--- config.mk ---
export PLATFORM = sky130hd
export DESIGN_NAME = timer16_capture_compare_regs
export DESIGN_NICKNAME = d
export VERILOG_FILES = /design/src/hw/timer16_pkg.sv /design/src/hw/timer16_capture_compare_regs.sv
export SDC_FILE = /design/constraint.sdc
export NUM_CORES = 1
export LEC_CHECK = 0
export ABC_AREA = 1
export BUFFER_PORTS_ARGS = -buffer_cell sky130_fd_sc_hd__buf_2
export CORE_MARGIN = 8
export CORE_UTILIZATION = 54
export DETAILED_ROUTE_END_ITERATION = 7
export PLACE_DENSITY = 0.78
export SYNTH_ARGS = -nofsm -noshare
export SYNTH_HDL_FRONTEND = slang
export SYNTH_SLANG_ARGS = --single-unit
--- constraint.sdc ---
create_clock -name sys_clk -period 2.33 [get_ports sys_clk]
set_input_delay 0.1165 -clock sys_clk [delete_from_list [all_inputs] [get_ports sys_clk]]
set_output_delay 0.1165 -clock sys_clk [all_outputs]
set_load 0.05 [all_outputs]
--- src/hw/timer16_pkg.sv ---
// Purpose: Shared constants and types for the 16-bit capture/compare timer
// Assumes: Register bytes sit in the low lane of aligned 32-bit words
// Notes: One byte of register data per word, upper bits read as zero
package timer16_pkg;

  // ----------------------------------------------------------------
  // Register map (byte addresses)
  // ----------------------------------------------------------------
  localparam int unsigned ADDR_W = 8;
  localparam logic [7:0] OFF_CTRL_A = 8'h00;
  localparam logic [7:0] OFF_CTRL_B = 8'h04;
  localparam logic [7:0] OFF_CTRL_C = 8'h08;
  localparam logic [7:0] OFF_PIN_EN = 8'h0C;
  localparam logic [7:0] OFF_CNT_L = 8'h10;
  localparam logic [7:0] OFF_CNT_H = 8'h14;
  localparam logic [7:0] OFF_CMP_A_L = 8'h18;
  localparam logic [7:0] OFF_CMP_A_H = 8'h1C;
  localparam logic [7:0] OFF_CMP_B_L = 8'h20;
  localparam logic [7:0] OFF_CMP_B_H = 8'h24;
  localparam logic [7:0] OFF_CAP_L = 8'h28;
  localparam logic [7:0] OFF_CAP_H = 8'h2C;
  localparam logic [7:0] OFF_IRQ_MASK = 8'h30;
  localparam logic [7:0] OFF_IRQ_FLAGS = 8'h34;
  localparam logic [7:0] OFF_MISC = 8'h38;

  // ----------------------------------------------------------------
  // Field positions, masks and reset values
  // ----------------------------------------------------------------
  localparam int unsigned COM_A_LSB = 6;
  localparam int unsigned COM_B_LSB = 4;
  localparam int unsigned NOISE_BIT = 7;
  localparam int unsigned EDGE_BIT = 6;
  localparam int unsigned WGM_HI_LSB = 3;
  localparam int unsigned FORCE_A_BIT = 7;
  localparam int unsigned FORCE_B_BIT = 6;
  localparam int unsigned IRQ_CAP = 5;
  localparam int unsigned IRQ_B = 2;
  localparam int unsigned IRQ_A = 1;
  localparam int unsigned IRQ_OVF = 0;
  localparam int unsigned MISC_GIE_BIT = 0;
  localparam int unsigned MISC_ACMP_BIT = 1;
  localparam logic [7:0] CTRL_A_MASK = 8'hF3;
  localparam logic [7:0] CTRL_B_MASK = 8'hDF;
  localparam logic [7:0] IRQ_MASK_BITS = 8'h27;
  localparam logic [7:0] MISC_MASK = 8'h03;
  localparam logic [7:0] REG_RESET = 8'h00;
  localparam logic [15:0] WIDE_RESET = 16'h0000;

  // ----------------------------------------------------------------
  // Timing and counting constants
  // ----------------------------------------------------------------
  localparam int unsigned FILTER_SAMPLES = 4;
  localparam int unsigned PRE_W = 10;
  localparam int unsigned DIV_8 = 8;
  localparam int unsigned DIV_64 = 64;
  localparam int unsigned DIV_256 = 256;
  localparam int unsigned DIV_1024 = 1024;
  localparam logic [15:0] TOP_MAX = 16'hFFFF;
  localparam logic [15:0] TOP_8BIT = 16'h00FF;
  localparam logic [15:0] TOP_9BIT = 16'h01FF;
  localparam logic [15:0] TOP_10BIT = 16'h03FF;
  localparam logic [1:0] RESP_OKAY = 2'h0;
  localparam logic [1:0] RESP_SLVERR = 2'h2;

  // ----------------------------------------------------------------
  // Types
  // ----------------------------------------------------------------
  typedef enum logic [2:0] {
    CS_STOP = 3'b000, CS_DIV1 = 3'b001, CS_DIV8 = 3'b010, CS_DIV64 = 3'b011,
    CS_DIV256 = 3'b100, CS_DIV1024 = 3'b101, CS_EXT_FALL = 3'b110, CS_EXT_RISE = 3'b111
  } clock_source_sel_t;

  typedef enum logic [1:0] {
    COM_OFF = 2'b00, COM_TOGGLE = 2'b01, COM_CLEAR = 2'b10, COM_SET = 2'b11
  } compare_output_action_t;

  typedef struct packed {
    logic [3:0] out_pin_en_b;
    logic [3:0] out_pin_en_a;
    logic wave_b;
    logic wave_a;
  } wave_pins_t;

  typedef struct packed {
    logic capture;
    logic match_b;
    logic match_a;
    logic overflow;
  } irq_lines_t;

endpackage : timer16_pkg
--- src/hw/timer16_capture_compare_regs.sv ---
// Purpose: 16-bit timer/counter with capture, compare and interrupt flags
// Assumes: AXI4-Lite master, one write and one read in flight at most
// Notes: Byte registers in lane 0; 16-bit values go through one shared latch
//
// Added by the designer: the placing of the registers and register access over AXI4-Lite.
`timescale 1ns/1ps
module timer16_capture_compare_regs
  import timer16_pkg::*;
(
  input wire logic sys_clk,
  input wire logic resetn,
  input wire logic [timer16_pkg::ADDR_W-1:0] s_axi_awaddr,
  input wire logic s_axi_awvalid,
  output logic s_axi_awready,
  input wire logic [31:0] s_axi_wdata,
  input wire logic [3:0] s_axi_wstrb,
  input wire logic s_axi_wvalid,
  output logic s_axi_wready,
  output logic [1:0] s_axi_bresp,
  output logic s_axi_bvalid,
  input wire logic s_axi_bready,
  input wire logic [timer16_pkg::ADDR_W-1:0] s_axi_araddr,
  input wire logic s_axi_arvalid,
  output logic s_axi_arready,
  output logic [31:0] s_axi_rdata,
  output logic [1:0] s_axi_rresp,
  output logic s_axi_rvalid,
  input wire logic s_axi_rready,
  input wire logic capture_input_pin,
  input wire logic analog_cmp_in,
  input wire logic external_count_pin,
  input wire timer16_pkg::irq_lines_t irq_ack,
  output timer16_pkg::irq_lines_t irq_req,
  output timer16_pkg::wave_pins_t wave_pins
);
  import timer16_pkg::*;

  // ----------------------------------------------------------------
  // Register state
  // ----------------------------------------------------------------
  logic [7:0] ctrl_a_q, ctrl_b_q, pin_en_q, mask_q, flags_q, misc_q, temp_q;
  logic [15:0] cnt_q, cap_q;
  logic [15:0] ocr_q [2];
  logic [PRE_W-1:0] pre_q;
  logic dir_up_q, block_q;
  logic [1:0] wave_q;

  // ----------------------------------------------------------------
  // AXI4-Lite slave
  // ----------------------------------------------------------------
  logic aw_have_q, w_have_q, bvalid_q, rvalid_q;
  logic [ADDR_W-1:0] aw_addr_q;
  logic [7:0] w_byte_q, rd_byte;
  logic w_lane_q;
  logic [1:0] bresp_q, rresp_q;
  logic [31:0] rdata_q;
  logic rd_ctrl_c_q;

  wire wr_fire = aw_have_q && w_have_q;
  wire rd_fire = s_axi_arvalid && !rvalid_q;
  wire [7:0] wa = {aw_addr_q[ADDR_W-1:2], 2'b00};
  wire [7:0] ra = {s_axi_araddr[ADDR_W-1:2], 2'b00};
  wire wr_ok = (wa <= OFF_MISC);
  wire rd_ok = (ra <= OFF_MISC);
  wire wr_en = wr_fire && w_lane_q && wr_ok;
  wire [7:0] wd = w_byte_q;

  assign s_axi_awready = !aw_have_q && !bvalid_q;
  assign s_axi_wready = !w_have_q && !bvalid_q;
  assign s_axi_bvalid = bvalid_q;
  assign s_axi_bresp = bresp_q;
  assign s_axi_arready = !rvalid_q;
  assign s_axi_rvalid = rvalid_q;
  assign s_axi_rdata = rdata_q;
  assign s_axi_rresp = rresp_q;

  always_ff @(posedge sys_clk)
  begin
    if (!resetn)
    begin
      aw_have_q <= 1'b0;
      w_have_q <= 1'b0;
      bvalid_q <= 1'b0;
      aw_addr_q <= '0;
      w_byte_q <= REG_RESET;
      w_lane_q <= 1'b0;
      bresp_q <= RESP_OKAY;
    end
    else
    begin
      if (s_axi_awvalid && s_axi_awready)
      begin
        aw_have_q <= 1'b1;
        aw_addr_q <= s_axi_awaddr;
      end
      if (s_axi_wvalid && s_axi_wready)
      begin
        w_have_q <= 1'b1;
        w_byte_q <= s_axi_wdata[7:0];
        w_lane_q <= s_axi_wstrb[0];
      end
      if (wr_fire)
      begin
        aw_have_q <= 1'b0;
        w_have_q <= 1'b0;
        bvalid_q <= 1'b1;
        bresp_q <= wr_ok ? RESP_OKAY : RESP_SLVERR;
      end
      else if (bvalid_q && s_axi_bready)
        bvalid_q <= 1'b0;
    end
  end

  always_ff @(posedge sys_clk)
  begin
    if (!resetn)
    begin
      rvalid_q <= 1'b0;
      rdata_q <= 32'h0000_0000;
      rresp_q <= RESP_OKAY;
      rd_ctrl_c_q <= 1'b0;
    end
    else if (rd_fire)
    begin
      rvalid_q <= 1'b1;
      rdata_q <= {24'h00_0000, rd_byte};
      rresp_q <= rd_ok ? RESP_OKAY : RESP_SLVERR;
      rd_ctrl_c_q <= (ra == OFF_CTRL_C);
    end
    else if (rvalid_q && s_axi_rready)
      rvalid_q <= 1'b0;
  end

  // ----------------------------------------------------------------
  // Mode decode
  // ----------------------------------------------------------------
  // mode decode
  wire [3:0] wgm = {ctrl_b_q[WGM_HI_LSB+1:WGM_HI_LSB], ctrl_a_q[1:0]};
  wire mode_normal = (wgm == 4'd0) || (wgm == 4'd13);
  wire mode_ctc = (wgm == 4'd4) || (wgm == 4'd12);
  wire mode_fast = (wgm inside {4'd5, 4'd6, 4'd7, 4'd14, 4'd15});
  wire mode_phase = !mode_normal && !mode_ctc && !mode_fast;
  wire icr_top = (wgm inside {4'd8, 4'd10, 4'd12, 4'd14});
  wire is_pwm = mode_fast || mode_phase;
  logic [15:0] top;

  always_comb
  begin
    unique case (wgm)
      4'd1, 4'd5: top = TOP_8BIT;
      4'd2, 4'd6: top = TOP_9BIT;
      4'd3, 4'd7: top = TOP_10BIT;
      4'd4, 4'd9, 4'd11, 4'd15: top = ocr_q[0];
      4'd8, 4'd10, 4'd12, 4'd14: top = cap_q;
      default: top = TOP_MAX;
    endcase
  end

  // ----------------------------------------------------------------
  // Pin synchronisers and clock select
  // ----------------------------------------------------------------
  logic cap_s1_q, cap_s2_q, acmp_s1_q, acmp_s2_q, ext_s1_q, ext_s2_q, ext_s3_q;

  always_ff @(posedge sys_clk)
  begin
    if (!resetn)
    begin
      {cap_s1_q, cap_s2_q, acmp_s1_q, acmp_s2_q, ext_s1_q, ext_s2_q, ext_s3_q} <= 7'h00;
      pre_q <= '0;
    end
    else
    begin
      {cap_s2_q, cap_s1_q} <= {cap_s1_q, capture_input_pin};
      {acmp_s2_q, acmp_s1_q} <= {acmp_s1_q, analog_cmp_in};
      {ext_s3_q, ext_s2_q, ext_s1_q} <= {ext_s2_q, ext_s1_q, external_count_pin};
      pre_q <= pre_q + 1'b1;
    end
  end

  wire ext_rise = ext_s2_q && !ext_s3_q;
  wire ext_fall = !ext_s2_q && ext_s3_q;
  wire [PRE_W-1:0] m8 = PRE_W'(DIV_8 - 1);
  wire [PRE_W-1:0] m64 = PRE_W'(DIV_64 - 1);
  wire [PRE_W-1:0] m256 = PRE_W'(DIV_256 - 1);
  wire [PRE_W-1:0] m1024 = PRE_W'(DIV_1024 - 1);
  clock_source_sel_t cs;
  logic tick;
  assign cs = clock_source_sel_t'(ctrl_b_q[2:0]);

  always_comb
  begin
    unique case (cs)
      CS_STOP: tick = 1'b0;
      CS_DIV1: tick = 1'b1;
      CS_DIV8: tick = ((pre_q & m8) == m8);
      CS_DIV64: tick = ((pre_q & m64) == m64);
      CS_DIV256: tick = ((pre_q & m256) == m256);
      CS_DIV1024: tick = ((pre_q & m1024) == m1024);
      CS_EXT_FALL: tick = ext_fall;
      CS_EXT_RISE: tick = ext_rise;
    endcase
  end

  // ----------------------------------------------------------------
  // Capture path
  // ----------------------------------------------------------------
  logic [FILTER_SAMPLES-1:0] hist_q;
  logic filt_q, cap_prev_q;
  wire cap_src = misc_q[MISC_ACMP_BIT] ? acmp_s2_q : cap_s2_q;
  wire cap_in = ctrl_b_q[NOISE_BIT] ? filt_q : cap_src;
  wire cap_edge = ctrl_b_q[EDGE_BIT] ? (cap_in && !cap_prev_q) : (!cap_in && cap_prev_q);
  wire cap_trig = cap_edge && !icr_top;

  always_ff @(posedge sys_clk)
  begin
    if (!resetn)
    begin
      hist_q <= '0;
      filt_q <= 1'b0;
      cap_prev_q <= 1'b0;
    end
    else
    begin
      hist_q <= {hist_q[FILTER_SAMPLES-2:0], cap_src};
      if (&hist_q)
        filt_q <= 1'b1;
      else if (~|hist_q)
        filt_q <= 1'b0;
      cap_prev_q <= cap_in;
    end
  end

  // ----------------------------------------------------------------
  // Compare channels
  // ----------------------------------------------------------------
  logic [1:0] match, force_w, wave_d;
  wire top_hit = tick && (cnt_q == top);
  compare_output_action_t com [2];
  assign com[0] = compare_output_action_t'(ctrl_a_q[COM_A_LSB+1:COM_A_LSB]);
  assign com[1] = compare_output_action_t'(ctrl_a_q[COM_B_LSB+1:COM_B_LSB]);

  function automatic logic wave_step(input compare_output_action_t act, input logic cur,
                                     input logic chan_a, input logic on_match, input logic frc);
    logic nxt;
    nxt = cur;
    if ((on_match && !is_pwm) || frc)
    begin
      unique case (act)
        COM_TOGGLE: nxt = !cur;
        COM_CLEAR: nxt = 1'b0;
        COM_SET: nxt = 1'b1;
        COM_OFF: nxt = cur;
      endcase
    end
    else if (on_match)
    begin
      if (act == COM_TOGGLE)
        nxt = (wgm[3] && chan_a) ? !cur : cur;
      else if (act != COM_OFF)
        nxt = mode_fast ? (act == COM_SET) : ((act == COM_SET) == dir_up_q);
    end
    else if (top_hit && mode_fast && act[1])
      nxt = (act == COM_CLEAR);
    return nxt;
  endfunction : wave_step

  for (genvar ch = 0; ch < 2; ch++)
  begin : g_chan
    assign match[ch] = tick && (cnt_q == ocr_q[ch]) && !block_q;
    assign force_w[ch] = wr_en && (wa == OFF_CTRL_C) && !is_pwm &&
                         wd[ch == 0 ? FORCE_A_BIT : FORCE_B_BIT];
    assign wave_d[ch] = wave_step(com[ch], wave_q[ch], ch == 0, match[ch], force_w[ch]);
  end

  assign wave_pins = '{out_pin_en_b: pin_en_q[7:4], out_pin_en_a: pin_en_q[3:0],
                       wave_b: wave_q[1], wave_a: wave_q[0]};

  // ----------------------------------------------------------------
  // Counter, flags and software registers
  // ----------------------------------------------------------------
  wire cnt_wr = wr_en && (wa == OFF_CNT_L);
  logic [15:0] cnt_d;
  logic dir_d;

  always_comb
  begin
    cnt_d = cnt_q;
    dir_d = dir_up_q;
    if (mode_phase)
    begin
      if (dir_up_q && cnt_q == top)
      begin
        dir_d = 1'b0;
        cnt_d = cnt_q - 16'h0001;
      end
      else if (!dir_up_q && cnt_q == WIDE_RESET)
      begin
        dir_d = 1'b1;
        cnt_d = cnt_q + 16'h0001;
      end
      else
        cnt_d = dir_up_q ? cnt_q + 16'h0001 : cnt_q - 16'h0001;
    end
    else if ((mode_ctc || mode_fast) && cnt_q == top)
      cnt_d = WIDE_RESET;
    else
      cnt_d = cnt_q + 16'h0001;
  end

  wire ovf_set = tick && (mode_phase ? (!dir_up_q && cnt_q == WIDE_RESET) :
                 mode_fast ? (cnt_q == top) : (cnt_q == TOP_MAX));
  wire cap_set = cap_trig || (icr_top && top_hit);
  wire [7:0] flag_set = {2'b00, cap_set, 2'b00, match[1], match[0], ovf_set};
  wire [7:0] flag_clr = ({2'b00, irq_ack.capture, 2'b00, irq_ack.match_b, irq_ack.match_a,
                          irq_ack.overflow}) | ((wr_en && wa == OFF_IRQ_FLAGS) ? wd : 8'h00);
  wire rd_lo = rd_fire && (ra inside {OFF_CNT_L, OFF_CMP_A_L, OFF_CMP_B_L, OFF_CAP_L});
  wire wr_hi = wr_en && (wa inside {OFF_CNT_H, OFF_CMP_A_H, OFF_CMP_B_H, OFF_CAP_H});

  always_ff @(posedge sys_clk)
  begin
    if (!resetn)
    begin
      cnt_q <= WIDE_RESET;
      dir_up_q <= 1'b1;
      block_q <= 1'b0;
      wave_q <= 2'b00;
      flags_q <= REG_RESET;
    end
    else
    begin
      wave_q <= wave_d;
      // Set wins over a same-cycle clear, so no event is lost
      flags_q <= ((flags_q & ~flag_clr) | flag_set) & IRQ_MASK_BITS;
      if (cnt_wr)
      begin
        cnt_q <= {temp_q, wd};
        block_q <= 1'b1;
      end
      else if (tick)
      begin
        cnt_q <= cnt_d;
        dir_up_q <= dir_d;
        block_q <= 1'b0;
      end
    end
  end

  always_ff @(posedge sys_clk)
  begin
    if (!resetn)
    begin
      {ctrl_a_q, ctrl_b_q, pin_en_q, mask_q, misc_q, temp_q} <= {6{REG_RESET}};
      ocr_q[0] <= WIDE_RESET;
      ocr_q[1] <= WIDE_RESET;
      cap_q <= WIDE_RESET;
    end
    else
    begin
      if (cap_trig)
        cap_q <= cnt_q;
      if (wr_hi)
        temp_q <= wd;
      else if (rd_lo)
        temp_q <= (ra == OFF_CNT_L) ? cnt_q[15:8] : (ra == OFF_CMP_A_L) ? ocr_q[0][15:8] :
                  (ra == OFF_CMP_B_L) ? ocr_q[1][15:8] : cap_q[15:8];
      if (wr_en)
      begin
        unique case (wa)
          OFF_CTRL_A: ctrl_a_q <= wd & CTRL_A_MASK;
          OFF_CTRL_B: ctrl_b_q <= wd & CTRL_B_MASK;
          OFF_PIN_EN: pin_en_q <= wd;
          OFF_CMP_A_L: ocr_q[0] <= {temp_q, wd};
          OFF_CMP_B_L: ocr_q[1] <= {temp_q, wd};
          OFF_CAP_L: cap_q <= {temp_q, wd};
          OFF_IRQ_MASK: mask_q <= wd & IRQ_MASK_BITS;
          OFF_MISC: misc_q <= wd & MISC_MASK;
          default: ;
        endcase
      end
    end
  end

  // ----------------------------------------------------------------
  // Read mux and interrupt lines
  // ----------------------------------------------------------------
  always_comb
  begin
    unique case (ra)
      OFF_CTRL_A: rd_byte = ctrl_a_q;
      OFF_CTRL_B: rd_byte = ctrl_b_q;
      OFF_CTRL_C: rd_byte = 8'h00;
      OFF_PIN_EN: rd_byte = pin_en_q;
      OFF_CNT_L: rd_byte = cnt_q[7:0];
      OFF_CMP_A_L: rd_byte = ocr_q[0][7:0];
      OFF_CMP_B_L: rd_byte = ocr_q[1][7:0];
      OFF_CAP_L: rd_byte = cap_q[7:0];
      OFF_CNT_H, OFF_CMP_A_H, OFF_CMP_B_H, OFF_CAP_H: rd_byte = temp_q;
      OFF_IRQ_MASK: rd_byte = mask_q;
      OFF_IRQ_FLAGS: rd_byte = flags_q;
      OFF_MISC: rd_byte = misc_q;
      default: rd_byte = 8'h00;
    endcase
  end

  wire gie = misc_q[MISC_GIE_BIT];
  assign irq_req = '{capture: gie && mask_q[IRQ_CAP] && flags_q[IRQ_CAP],
                     match_b: gie && mask_q[IRQ_B] && flags_q[IRQ_B],
                     match_a: gie && mask_q[IRQ_A] && flags_q[IRQ_A],
                     overflow: gie && mask_q[IRQ_OVF] && flags_q[IRQ_OVF]};
endmodule : timer16_capture_compare_regs

Word level (Yosys, flattened, before mapping)
Memories as Yosys holds them, arrays and structs flattened.
Cells that the tools add are included.
{ "totals": {"memories": 1, "regBits": 131, "input_bits": 66, "wordCells": 291, "mem_bits_rw": 32} }
{ "memory_table": {"columns": ["name", "words", "width", "read_ports", "rd_clocked_by_memory_dff", "wr", "line_no", "rtl"], "rows": [
  ["ocr_q", 2, 16, 2, 0, 2, "timer16_capture_compare_regs.sv:43", "logic [15:0] ocr_q [2];"]
]} }
{ "classes": {"addsub": 3, "magnitude_cmp": 2, "n_mux": 62, "n_bitwise": 8, "eq_ne": 72, "reduce_logical": 109} }
{ "ops": {"columns": ["cell", "count"], "rows": [
  ["$mux W16", 12],
  ["$pmux W8 S11", 1],
  ["$eq A6 B4 Y1 const B", 14],
  ["$pmux W16 S5", 1],
  ["$eq A16 B16 Y1", 3],
  ["$eq A6 B3 Y1 const B", 8],
  ["$logic_and A1 B1 Y1", 48],
  ["$mux W8", 5],
  ["$mux W1", 37],
  ["$eq A4 B4 Y1 const B", 8],
  ["$eq A6 B2 Y1 const B", 3],
  ["$logic_not A1 Y1", 17],
  ["$add A16 B1 Y16 const B", 1],
  ["$eq A16 B16 Y1 const B", 1],
  ["$eq A4 B3 Y1 const B", 4],
  ["$le A8 B6 Y1 const B", 2],
  ["$logic_not A16 Y1", 1],
  ["$logic_not A8 Y1", 2],
  ["$reduce_and A4 Y1", 4],
  ["$reduce_or A4 Y1", 4],
  ["$sub A16 B1 Y16 const B", 1],
  ["$eq A3 B3 Y1 const B", 5],
  ["$reduce_bool A2 Y1", 7],
  ["$eq A6 B1 Y1 const B", 2],
  ["34 further kinds", 65]
]} }

Logic depth before layout (Yosys ltp)
Gate-level depths: netlist of run 1.
{ "depth": {"word_depth": 12, "mapped_depth": 21} }

Worst setup path before layout of run 1
No wires, ideal clock.
{ "synth_path": {"path_kind": "flip-flop to flip-flop", "start": "register cnt_q[0]", "end": "register cnt_q[3]", "path_stages_with_launch": 18, "t_required_ns": 2.194, "setup_slack_ns": 0.050, "synth_period_minus_slack_ns": 2.280, "arrival_ns": 2.144, "setup_ns": 0.136, "n_path_buf": 2, "path_cell_list": "dfxtp_1 -> clkbuf_1 -> clkinv_1 -> ha_1 -> nand2_1 -> nor2_1 -> nand3_1 -> nor3_2 -> nand3_1 -> nand2_2 -> inv_2 -> buf_2 -> o21ai_0 -> nand2_1 -> nand3_1 -> nand2_1 -> nand2_1 -> a21oi_2"} }
{ "synth_via": {"elab_chain_cells": 7, "elab_cells_between_ends": 14} }
{ "synth_rtl": {"columns": ["item", "line_no", "rtl"], "rows": [
  ["start: declaration", "timer16_capture_compare_regs.sv:42", "logic [15:0] cnt_q, cap_q;"],
  ["start signal: assignment", "timer16_capture_compare_regs.sv:336", "cnt_q <= {temp_q, wd};"],
  ["start signal: assignment", "timer16_capture_compare_regs.sv:341", "cnt_q <= cnt_d;"],
  ["$sub A16 B1 Y16, or another cell as far along", "timer16_capture_compare_regs.sv:294, timer16_capture_compare_regs.sv:302", null],
  ["$mux W16 or $logic_and A1 B1 Y1 (tied branches)", "timer16_capture_compare_regs.sv:302, timer16_capture_compare_regs.sv:296", null],
  ["$mux W16", "timer16_capture_compare_regs.sv:296", "else if (!dir_up_q && cnt_q == WIDE_RESET)"],
  ["$mux W16", "timer16_capture_compare_regs.sv:291", "if (dir_up_q && cnt_q == top)"],
  ["$mux W16 *", "timer16_capture_compare_regs.sv:289", "if (mode_phase)"],
  ["$mux W16 *", "timer16_capture_compare_regs.sv:339", "else if (tick)"],
  ["$mux W16 *", "timer16_capture_compare_regs.sv:334", "if (cnt_wr)"]
]} }
Mark *: on every way between the ends. The rest lies on a longest branch, timed or not. The select of a mux whose other input is x is not followed.
A chain may end at the register's enable or synchronous reset.

Worst setup path in the final report of run 1
{ "layout_path": {"start": "register ctrl_b_q[4]", "end": "register cnt_q[11]"} }
{ "layout_via": {"elab_chain_cells": 9, "elab_cells_between_ends": 39} }
{ "layout_rtl": {"columns": ["item", "line_no", "rtl"], "rows": [
  ["start: declaration", "timer16_capture_compare_regs.sv:41", "logic [7:0] ctrl_a_q, ctrl_b_q, pin_en_q, mask_q, flags_q, misc_q, temp_q;"],
  ["start signal: assignment", "timer16_capture_compare_regs.sv:352", "{ctrl_a_q, ctrl_b_q, pin_en_q, mask_q, misc_q, temp_q} <= {6{REG_RESET}};"],
  ["start signal: assignment", "timer16_capture_compare_regs.sv:370", "OFF_CTRL_B: ctrl_b_q <= wd & CTRL_B_MASK;"],
  ["$eq A4 B4 Y1, or another cell as far along", "timer16_capture_compare_regs.sv:140, timer16_capture_compare_regs.sv:149", null],
  ["$reduce_or A4 Y1 or $reduce_or A2 Y1 (tied branches)", "timer16_capture_compare_regs.sv:149", "unique case (wgm)"],
  ["$pmux W16 S5", "timer16_capture_compare_regs.sv:149", null],
  ["$eq A16 B16 Y1", "timer16_capture_compare_regs.sv:291, timer16_capture_compare_regs.sv:304", null],
  ["$logic_and A1 B1 Y1, on equally long branches", "timer16_capture_compare_regs.sv:304, timer16_capture_compare_regs.sv:291", null],
  ["$mux W16, on equally long branches", "timer16_capture_compare_regs.sv:304, timer16_capture_compare_regs.sv:291", null],
  ["$mux W16 *", "timer16_capture_compare_regs.sv:289", null],
  ["$mux W16 *", "timer16_capture_compare_regs.sv:339", null],
  ["$mux W16 *", "timer16_capture_compare_regs.sv:334", null]
]} }
Marks and branches as above.

==> results of run 1 <==
## what timing repair did
action	4_1_cts	5_1_grt
endpoints found under the setup margin	18	34
endpoints found under the hold margin	20	0
buffers inserted	0	2
gates resized for setup	5	106
pin swaps	0	26
hold buffers	20	0
gates cloned	0	3
## power by group
part | leakage, uW | switching, uW | internal [uW]
Combinational | 0.00380 | 441 | 167
Clock | 0.000293 | 1440 | 1460
Sequential | 0.00136 | 75.0 | 2860
## worst max-delay path: stages (launching register included)
cell and delay, ns:
dfxtp_4 0.38, inv_2 0.14, buf_6 0.16, nand2_4 0.12
nand4_1 0.12, nand2_1 0.07, nand2_1 0.08, nand2_2 0.11
nor2_2 0.13, nand2_2 0.07, nor2_4 0.17, buf_4 0.15
buf_8 0.13, nand4_1 0.13, nand3_2 0.10, nand2_2 0.05
nand2_1 0.07, a21oi_2 0.05
## worst paths after layout
check                                         startpoint                         to  slack [ns]
worst max register to register  ctrl_b_q[4]$_SDFFE_PN0P_     cnt_q[11]$_SDFFE_PN0P_       -0.02
worst min-delay path                     s_axi_awaddr[7]  aw_addr_q[7]$_SDFFE_PN0P_     -0.0009
worst min register to register       ext_s1_q$_SDFF_PN0_        ext_s2_q$_SDFF_PN0_        0.41
worst max-delay path            ctrl_b_q[4]$_SDFFE_PN0P_     cnt_q[11]$_SDFFE_PN0P_       -0.02
## cell usage after synthesis, types with 2 or more instances
cell       number  area share (%)
nand2_4         3            0.34
nand2_1       313              12
a221oi_1        9            0.79
mux2i_1         2            0.20
o21a_1          3            0.23
buf_4          33             2.5
buf_6           5            0.56
o21ai_1        11            0.55
o2111ai_1      16             1.4
dfxtp_1       127              25
a21oi_2         5            0.44
nor3_1         22             1.1
o211ai_1       13            0.98
inv_2           6            0.23
a21oi_1       108             5.4
o21ai_0       132             6.6
a22oi_1         6            0.45
nor3_2          2            0.20
nor2_2         14            0.88
xnor2_1         4            0.35
a211oi_1        4            0.30
buf_1           4            0.15
inv_1         178             6.7
ha_1            4            0.50
nand2_2         4            0.25
xor2_1         39             3.4
a31oi_1        11            0.69
o22ai_1        16             1.0
nand3_1        74             3.7
nor2_4          2            0.23
o221ai_1        4            0.35
nor4_1          8            0.50
nand4_1        36             2.3
edfxtp_1       32             9.6
buf_2          17            0.85
clkinv_1       12            0.45
clkbuf_1       35             1.3
nor2_1        161             6.0
## flip-flops by register name, indices dropped and copies added, names as in the netlist, 2 cells and up
signal and flops:
ocr_q 32, cap_q 16, cnt_q 16, pre_q 10, pin_en_q 8, s_axi_rdata 8
temp_q 8, w_byte_q 8, ctrl_b_q 7, aw_addr_q 6, ctrl_a_q 6, flags_q 4
hist_q 4, mask_q 4, misc_q 2, wave_q 2
## area by class of cell
| cell class | count | area share, % |
|---|---|---|
| sequential | 159 | 28.41 |
| timing repair buffer | 202 | 12.83 |
| multi-input combinational | 1067 | 45.45 |
| tap | 229 | 2.314 |
| inverter | 197 | 6.042 |
| clock buffer | 17 | 3.435 |
| clock inverter | 15 | 1.515 |
## cells by family (layout without fill, tap and decap cells)
| kind of cell | Yosys count | in the layout |
|---|---|---|
| xor+xnor | 43 | 43 |
| flops | 159 | 159 |
| compound gates | 343 | 343 |
| other cells | 1 | 26 |
| fa+ha+maj | 4 | 4 |
| buf+inv | 291 | 431 |
| simple gates | 647 | 649 |
| mux | 2 | 2 |
## cell usage in the layout, fill, tap and decap left out, drive strengths merged, types with 36 or more instances in the layout
cell,synthesis,routed
o21ai,144,144
buf,59,181
nor2,177,177
nand3,76,77
dfxtp,127,127
xor2,39,39
nand4,36,36
nand2,320,321
inv,185,192
a21oi,113,113
## layer usage
metal  part of all wire [%]  up-vias
li1                       -     5228
met1                     38     5048
met2                     47      689
met3                     10      126
met4                    5.3        0
met5                      0        -
## stage by stage
step	cells	hold slack [ns]	setup TNS (ns)	setup WS, ns
final	1886	-0.0009467	-0.02297	-0.01896
after global routing	1886	0.01716	-1.664	-0.1294
after CTS	1881	0.004904	0	0.001107
after detailed placement	1829	0.3069	-0.7785	-0.08654
after global placement	1829	0.2970	-0.07394	-0.01959
after floorplan	1515	0.2141	0	0.04951
==> metrics.txt, run 1 <==
status=finished, violations left; failing checks=hold timing, setup timing; Hold Crit Depth=3; fin. max-slew vios=0; Reg clk slew, reported paths=0.07 ns; FFs w/ async S/R, synth=0%; total power=approximately 6500 uW; Mean Syn Cell Area=~6.7 um2; DRT Pass-1 Iters=5; Max Root-Sink Buffers=2; final instance area=12380 um2; diode count=0; vias in the first global route=a little over 10000; Final nets=roughly 1700; initial antenna violation count=0; initial drt markers=1261; PwrDens=521.0 nW/um2; largest family of logic cells by synthesized area=simple AND/OR/NAND/NOR gates; static leakage=~0.0055 uW; Fillers=approximately 1500; Clock Sinks=159; global route overflow=0; worst-case reg-to-reg path depth=17; largest net degree at the start of global routing=58; post-synthesis sequential area ratio=between 30% and 40%; fin worst setup slack=-0.01896 ns; CTS Buf Count=17; Critical Path Fanout Max=8; Critical Path Start Type=register; final antenna-violating net count=0; routability cong.=~1.0; CP endpoint kind=register; Area Growth Syn to Fin=23.77%; CTS H-tree depth=4; Final setup violation count=3; Compound-Gate Fraction of Synth Area=19.61%; share of layout cells above drive strength 1=19.92%; final worst path period share=100.8%; gr busiest metal=met2; Peak VDD IR=594.0 uV; max capacitance violation total=0; Netlist cell types=between 50 and 60; synth warn=0; Min Hold Slack=-0.0009467 ns; core area=18090 um2; max frequency=425.7 MHz; Post-Route WL=approximately 37000 um; Clock Skew=0.01509 ns; Max-slew headroom=57.21%; clk_lat worst skew=roughly 0.45 ns; root buffer cell=clkbuf_16; fin crit period=2.349 ns; # port buffers=63; io pins=around 120; Post-Synth Simple-Gate Area=28.11%; Core Util, Final=68.47%; FP Rows=49; mapped cell area=10010 um2; post-synthesis cell count=1490; routed vias=between 10000 and 15000; global routing met3 resource utilization=6.098%; first-pass GRT wire length=56770 um; Die Area=23140 um2; multi-input logic area=5629 um2; Initial Utilization=between 50% and 60%; mux share of post-synthesis cell area=0.2001%; # DRC=0; xor-xnor portion of the synthesized cell area=3.764%; register bit total from synthesis=approximately 160; register area=3518 um2; worst-margin pin slew=roughly 0.64 ns; HPWL after detailed placement=27380 um; grt met1 use=37.01%; Die W=152.1 um; CTS tree=built; Post-DP Area=11160 um2; Crit Path Class=register to register; Post-Synth Adder-Cell Area=0.5002%; via/cell ratio=5.881; RSZ-0062 raised after global routing=yes; HP Class=input pin to register; Total GRT Usage=30.90%; Hold Vio Cnt, Final=1; Die H=about 150 um; most common flop cell mapped by yosys=dfxtp_1; routed len/inst=19.78 um; Worst Path Arrival=between 2 and 3 ns; Post-synth EDFFs=32; global-route met2 utilization=51.61%; CP Data Required Time=2.65 ns
(Power assumes the default switching activity.)
==> inputs of run 2 (changes only) <==
==> constraint.sdc (replaced) <==
create_clock -name sys_clk -period 2.33 [get_ports sys_clk]
set_input_delay 0.3495 -clock sys_clk [delete_from_list [all_inputs] [get_ports sys_clk]]
set_output_delay 0.3495 -clock sys_clk [all_outputs]
set_load 0.05 [all_outputs]
==> metrics.txt, run 2 (synthesized netlist as in run 1, its figures left out) <==
Worst Path Arrival=2.66 ns; Hold Buf Count CTS=0; via/cell ratio=5.858; status=finished clean; Peak VDD IR=641.0 uV; DRT Pass-1 Iters=5; Final nets=about 1700; final worst path period share=99.95%; Initial Utilization=roughly 55%; Largest register FFs=32; Hold Vio Cnt, Final=0; HPWL after detailed placement=between 20000 and 30000 um; net load switching power=1938 uW; FP Rows=49; CTS tree=built; Max-slew headroom=about 64%; fin crit period=2.329 ns; core area=18090 um2; routability cong.=0.9755; Die H=roughly 150 um; Comb pwr share=8.8%; post-route setup TNS=0 ns; HP Class=input pin to register; Total GRT Usage=roughly 30%; PwrDens=roughly 530 nW/um2; CTS H-tree depth=4; RSZ-0062 raised after global routing=yes; fin. max-slew vios=0; routed vias=around 11000; crit path to=wave_q[0]$_SDFFE_PN0P_; CTS Buf Count=17; Post-Route WL=35940 um; # DRC=0; first-pass GRT wire length=~55000 um; global route overflow=0; Die Area=23140 um2; Crit Path Class=register to register; vias in the first global route=10060; most common cell after layout, fill and taps aside=nand2_1; io pins=121; final antenna-violating net count=0; leading cell types in the layout, fill and taps excluded=301 x nand2_1, 174 x inv_1, 143 x nor2_1; Reg clk slew, reported paths=0.08 ns; Reg2Reg Setup Slack=0.001 ns; CP endpoint kind=register; Min Hold Slack=0.08631 ns; CP Data Required Time=2.66 ns; worst-case reg-to-reg path depth=13; Max Root-Sink Buffers=2; initial drt markers=roughly 1300; diode count=0; crit path launch=cnt_q[15]$_SDFFE_PN0P_; initial antenna violation count=0; share of layout cells above drive strength 1=between 10% and 20%; dpl cells=~1800; Clock Power Share=45.3%; Final setup violation count=0; total power=6415 uW; static leakage=0.005326 uW; worst-margin pin slew=0.5328 ns; Non-Filler Instances=1853; Biggest register=ocr_q; biggest regs=ocr_q x32, cap_q x16, cnt_q x16; Area Growth Syn to Fin=20.08%; max frequency=429.4 MHz; Critical Path Fanout Max=10; internal cell power=4477 uW; Die W=152.1 um; largest net degree at the start of global routing=63; max capacitance violation total=0; Reg-to-Reg End=wave_q[0]$_SDFFE_PN0P_; Fillers=about 1600; Core Util, Final=66.43%; root buffer cell=clkbuf_16; Seq pwr share=between 40% and 50%; Clock Skew=0.01548 ns; Critical Path Start Type=register; reg-to-reg startpoint=cnt_q[15]$_SDFFE_PN0P_; sw frac=a little under a third; # port buffers=between 60 and 70; clk_lat worst skew=0.44 ns; Clock Sinks=around 160; routed len/inst=19.40 um
==> run 2: repair_timing <==
item	in CTS	in global routing
buffers inserted	0	5
resized for setup	8	73
cloned	0	2
setup endpoints to repair	21	77
pin swaps	1	28
==> run 2: final cells by class <==
cell class | count | area (um2) | share of cell area, %
Inverter | 197 | 750.7 | 6.248
Multi-Input combinational cell | 1066 | 5540 | 46.11
Clock buffer | 17 | 425.4 | 3.541
Tap cell | 229 | 286.5 | 2.385
Timing Repair Buffer | 170 | 1308 | 10.88
Clock inverter | 15 | 187.7 | 1.562
Sequential cell | 159 | 3517 | 29.27
==> run 2: power by group through the flow <==
stage / clock, uW / combinational [uW] / sequential [uW]
after global placement: 0 / 539 / 3000
after CTS: 2900 / 550 / 2940
after global routing: 3030 / 612 / 2950
after detailed placement: 0 / 547 / 3000
final: 2910 / 567 / 2940
after floorplan: 0 / 391 / 2990
==> run 2: per-layer routing <==
layer	wire (um)	part of all wire, %	global-route usage [%]	vias to the layer above
li1	-	-	-	5146
met1	13940	39	36.76	4947
met2	16400	46	48.82	635
met3	3551	9.9	6.041	127
met4	2051	5.7	16.42	0
met5	0	0	0	-
==> run 2: worst min-delay path by stage <==
stage          cells past startpoint  slack [ns]                 start                    to
2_1_floorplan                      2        0.39  acmp_s1_q$_SDFF_PN0_  acmp_s2_q$_SDFF_PN0_
3_3_place_gp                       2        0.39   ext_s1_q$_SDFF_PN0_   ext_s2_q$_SDFF_PN0_
3_5_place_dp                       2        0.40  acmp_s1_q$_SDFF_PN0_  acmp_s2_q$_SDFF_PN0_
4_1_cts                            3        0.08    external_count_pin   ext_s1_q$_SDFF_PN0_
5_1_grt                            3        0.08    external_count_pin   ext_s1_q$_SDFF_PN0_
6_report                           3        0.09    external_count_pin   ext_s1_q$_SDFF_PN0_
==> run 2: worst max-delay path, stage by stage, from the launching register on <==
cell	delay, ns
dfxtp_1	0.41
inv_2	0.26
nor2_1	0.07
nor2_1	0.11
o2111ai_1	0.12
nor2_1	0.26
nand4_1	0.28
buf_4	0.24
nand2_1	0.08
o22ai_1	0.07
nand2_1	0.07
nand2_1	0.06
a21oi_1	0.13
nor2_1	0.05
==> run 2: per-stage QoR <==
stage	area (um2)	setup slack (ns)
2_1_floorplan	10100	0.04951
3_3_place_gp	11070	-0.08829
3_5_place_dp	11070	-0.1458
4_1_cts	11700	0.001657
5_1_grt	12020	-0.1425
6_report	12020	0.001073
==> inputs of run 3 (changes only) <==
BUFFER_PORTS_ARGS = default   (was -buffer_cell sky130_fd_sc_hd__buf_2)
CORE_UTILIZATION = 59   (was 54)
DONT_BUFFER_PORTS = 1   (was default)
==> metrics.txt, run 3 (synthesized netlist as in run 1, its figures left out) <==
status=finished, violations left; failing checks=setup timing; Fillers=1386; post-route setup TNS=-0.1350 ns; Critical Path Start Type=register; PwrDens=530.1 nW/um2; Critical Path, Cell by Cell=nor2_1 > nand2_1 > nand2_4 > buf_12 > nor2_4 > nand2_1 > nand2_1 > nand2_2 > nor2_1 > nand2_1 > nor2_4 > buf_4 > nand3_4 > buf_6 > nand2_2 > nand3_2 > nand2_1 > nand2_1 > a21oi_1; Max Root-Sink Buffers=2; slowest cell delay on critical path=0.43 ns; Clock Skew=0.009362 ns; routed vias=~11000; # port buffers=0; initial drt markers=between 1000 and 1500; Total GRT Usage=roughly a third; reg-to-reg startpoint=ctrl_a_q[0]$_SDFFE_PN0P_; global route overflow=0; biggest regs=ocr_q x32, cap_q x16, cnt_q x16; fin worst setup slack=-0.07958 ns; Crit Path Class=register to register; Clock Power Share=a little under half; internal cell power=between 4000 and 5000 uW; root buffer cell=clkbuf_16; slowest CP cell=dfxtp_4; Die W=146.2 um; routed len/inst=20.26 um; Seq pwr share=45.8%; register area=3517 um2; gr busiest metal=met2; dpl cells=1763; crit path to=cnt_q[13]$_SDFFE_PN0P_; RSZ-0062 raised after global routing=yes; DRT Pass-1 Iters=6; worst-case reg-to-reg path depth=19; Largest register FFs=32; net load switching power=1950 uW; Area Growth Syn to Fin=21.43%; most frequent CP cell=nand2_1; Post-DP Area=10880 um2; CP Data Required Time=2.70 ns; HPWL after detailed placement=26210 um; final antenna-violating net count=0; Reg clk slew, reported paths=0.08 ns; HP Class=input pin to register; initial antenna violation count=1; Die H=around 150 um; CTS H-tree depth=4; io pins=~120; vias in the first global route=10220; worst-margin pin slew=0.6845 ns; CTS tree=built; Reg-to-Reg End=cnt_q[13]$_SDFFE_PN0P_; Final setup violation count=6; global routing met3 resource utilization=between 9 and 10%; Comb pwr share=8.2%; fin. max-slew vios=0; largest net degree at the start of global routing=74; Clock Sinks=~160; max capacitance violation total=0; crit path launch=ctrl_a_q[0]$_SDFFE_PN0P_; routability cong.=1.016; Biggest register=ocr_q; sw frac=30.27%; final worst path period share=103.4%; Die Area=21380 um2; grt met1 use=39.77%; Non-Filler Instances=~1800; FP Rows=47; Max-slew headroom=54.31%; Post-Route WL=36840 um; via/cell ratio=6.080; Final nets=approximately 1700; most common cell after layout, fill and taps aside=nand2_1; CTS Buf Count=17; # DRC=0; core area=16580 um2; Peak VDD IR=roughly 670 uV; Min Hold Slack=0.008630 ns; clk_lat worst skew=between 0.4 and 0.5 ns; share of layout cells above drive strength 1=a little under a fifth; leading cell types in the layout, fill and taps excluded=281 x nand2_1, 174 x inv_1, 137 x nor2_1; fin crit period=2.410 ns; Hold Vio Cnt, Final=0; Worst Path Arrival=~2.8 ns; final instance area=12150 um2; static leakage=0.005248 uW; first-pass GRT wire length=~56000 um; max frequency=415.0 MHz; Reg2Reg Setup Slack=-0.08 ns; global-route met2 utilization=51.78%; Critical Path Fanout Max=8; CP endpoint kind=register; multi-input logic area=5704 um2; Initial Utilization=roughly three fifths
[run 3: layer usage]
layer  share of wire [%]  wire (um)  vias up
li1                    -          -     5110
met1                  37      13620     5008
met2                  45      16600      768
met3                  12       4401      168
met4                 6.0       2220        0
met5                   0          0        -
[run 3: area by class of cell]
| class | count | area share [%] |
|---|---|---|
| tap | 220 | 2.265 |
| sequential | 159 | 28.95 |
| multi-input combinational | 1067 | 46.95 |
| clock inverter | 15 | 1.720 |
| clock buffer | 17 | 3.501 |
| inverter | 197 | 6.199 |
| antenna | 1 | 0.02060 |
| timing repair buffer | 142 | 10.40 |
[run 3: worst min path at each step]
stage                                      end  cells after the start                  from  slack, ns
after floorplan           acmp_s2_q$_SDFF_PN0_                      2  acmp_s1_q$_SDFF_PN0_       0.39
after global placement     ext_s2_q$_SDFF_PN0_                      2   ext_s1_q$_SDFF_PN0_       0.39
after detailed placement   cap_s2_q$_SDFF_PN0_                      2   cap_s1_q$_SDFF_PN0_       0.40
after CTS                  ext_s3_q$_SDFF_PN0_                      2                resetn     0.0001
after global routing       cap_s1_q$_SDFF_PN0_                      2                resetn      0.002
final                      cap_s1_q$_SDFF_PN0_                      2                resetn      0.009
[run 3: metrics by stage]
stage	worst slack, ns	power, uW	utilization [%]
floorplan	0.04951	3380	-
global placement	-0.1410	3498	65.62
detailed placement	-0.1742	3503	65.62
CTS	0.005658	6412	70.33
global route	-0.1959	6600	73.25
finish	-0.07958	6441	73.27
[run 3: critical path: cells and delay by family (launching register included)]
family / cells / cell delay (ns)
AOI/OAI and AO/OA: 1 / 0.10
and+or+nand+nor: 15 / 1.31
buffers and inverters: 3 / 0.46
DFF: 1 / 0.43
[run 3: power groups by stage]
| stage | combinational (uW) | clock (uW) | sequential, uW |
|---|---|---|---|
| 3_5_place_dp | 493 | 0 | 3010 |
| 4_1_cts | 504 | 2970 | 2940 |
| 6_report | 528 | 2960 | 2950 |
| 3_3_place_gp | 488 | 0 | 3010 |
| 5_1_grt | 569 | 3080 | 2950 |
| 2_1_floorplan | 391 | 0 | 2990 |
[run 3: what timing repair did]
action                                 CTS  global route
endpoints found under the hold margin    5             0
setup endpoints to repair               21            29
gates resized for setup                 19           112
pin swaps                                9            23
cloned                                   2             4
setup buffers                            4             8
hold buffers                             5             0
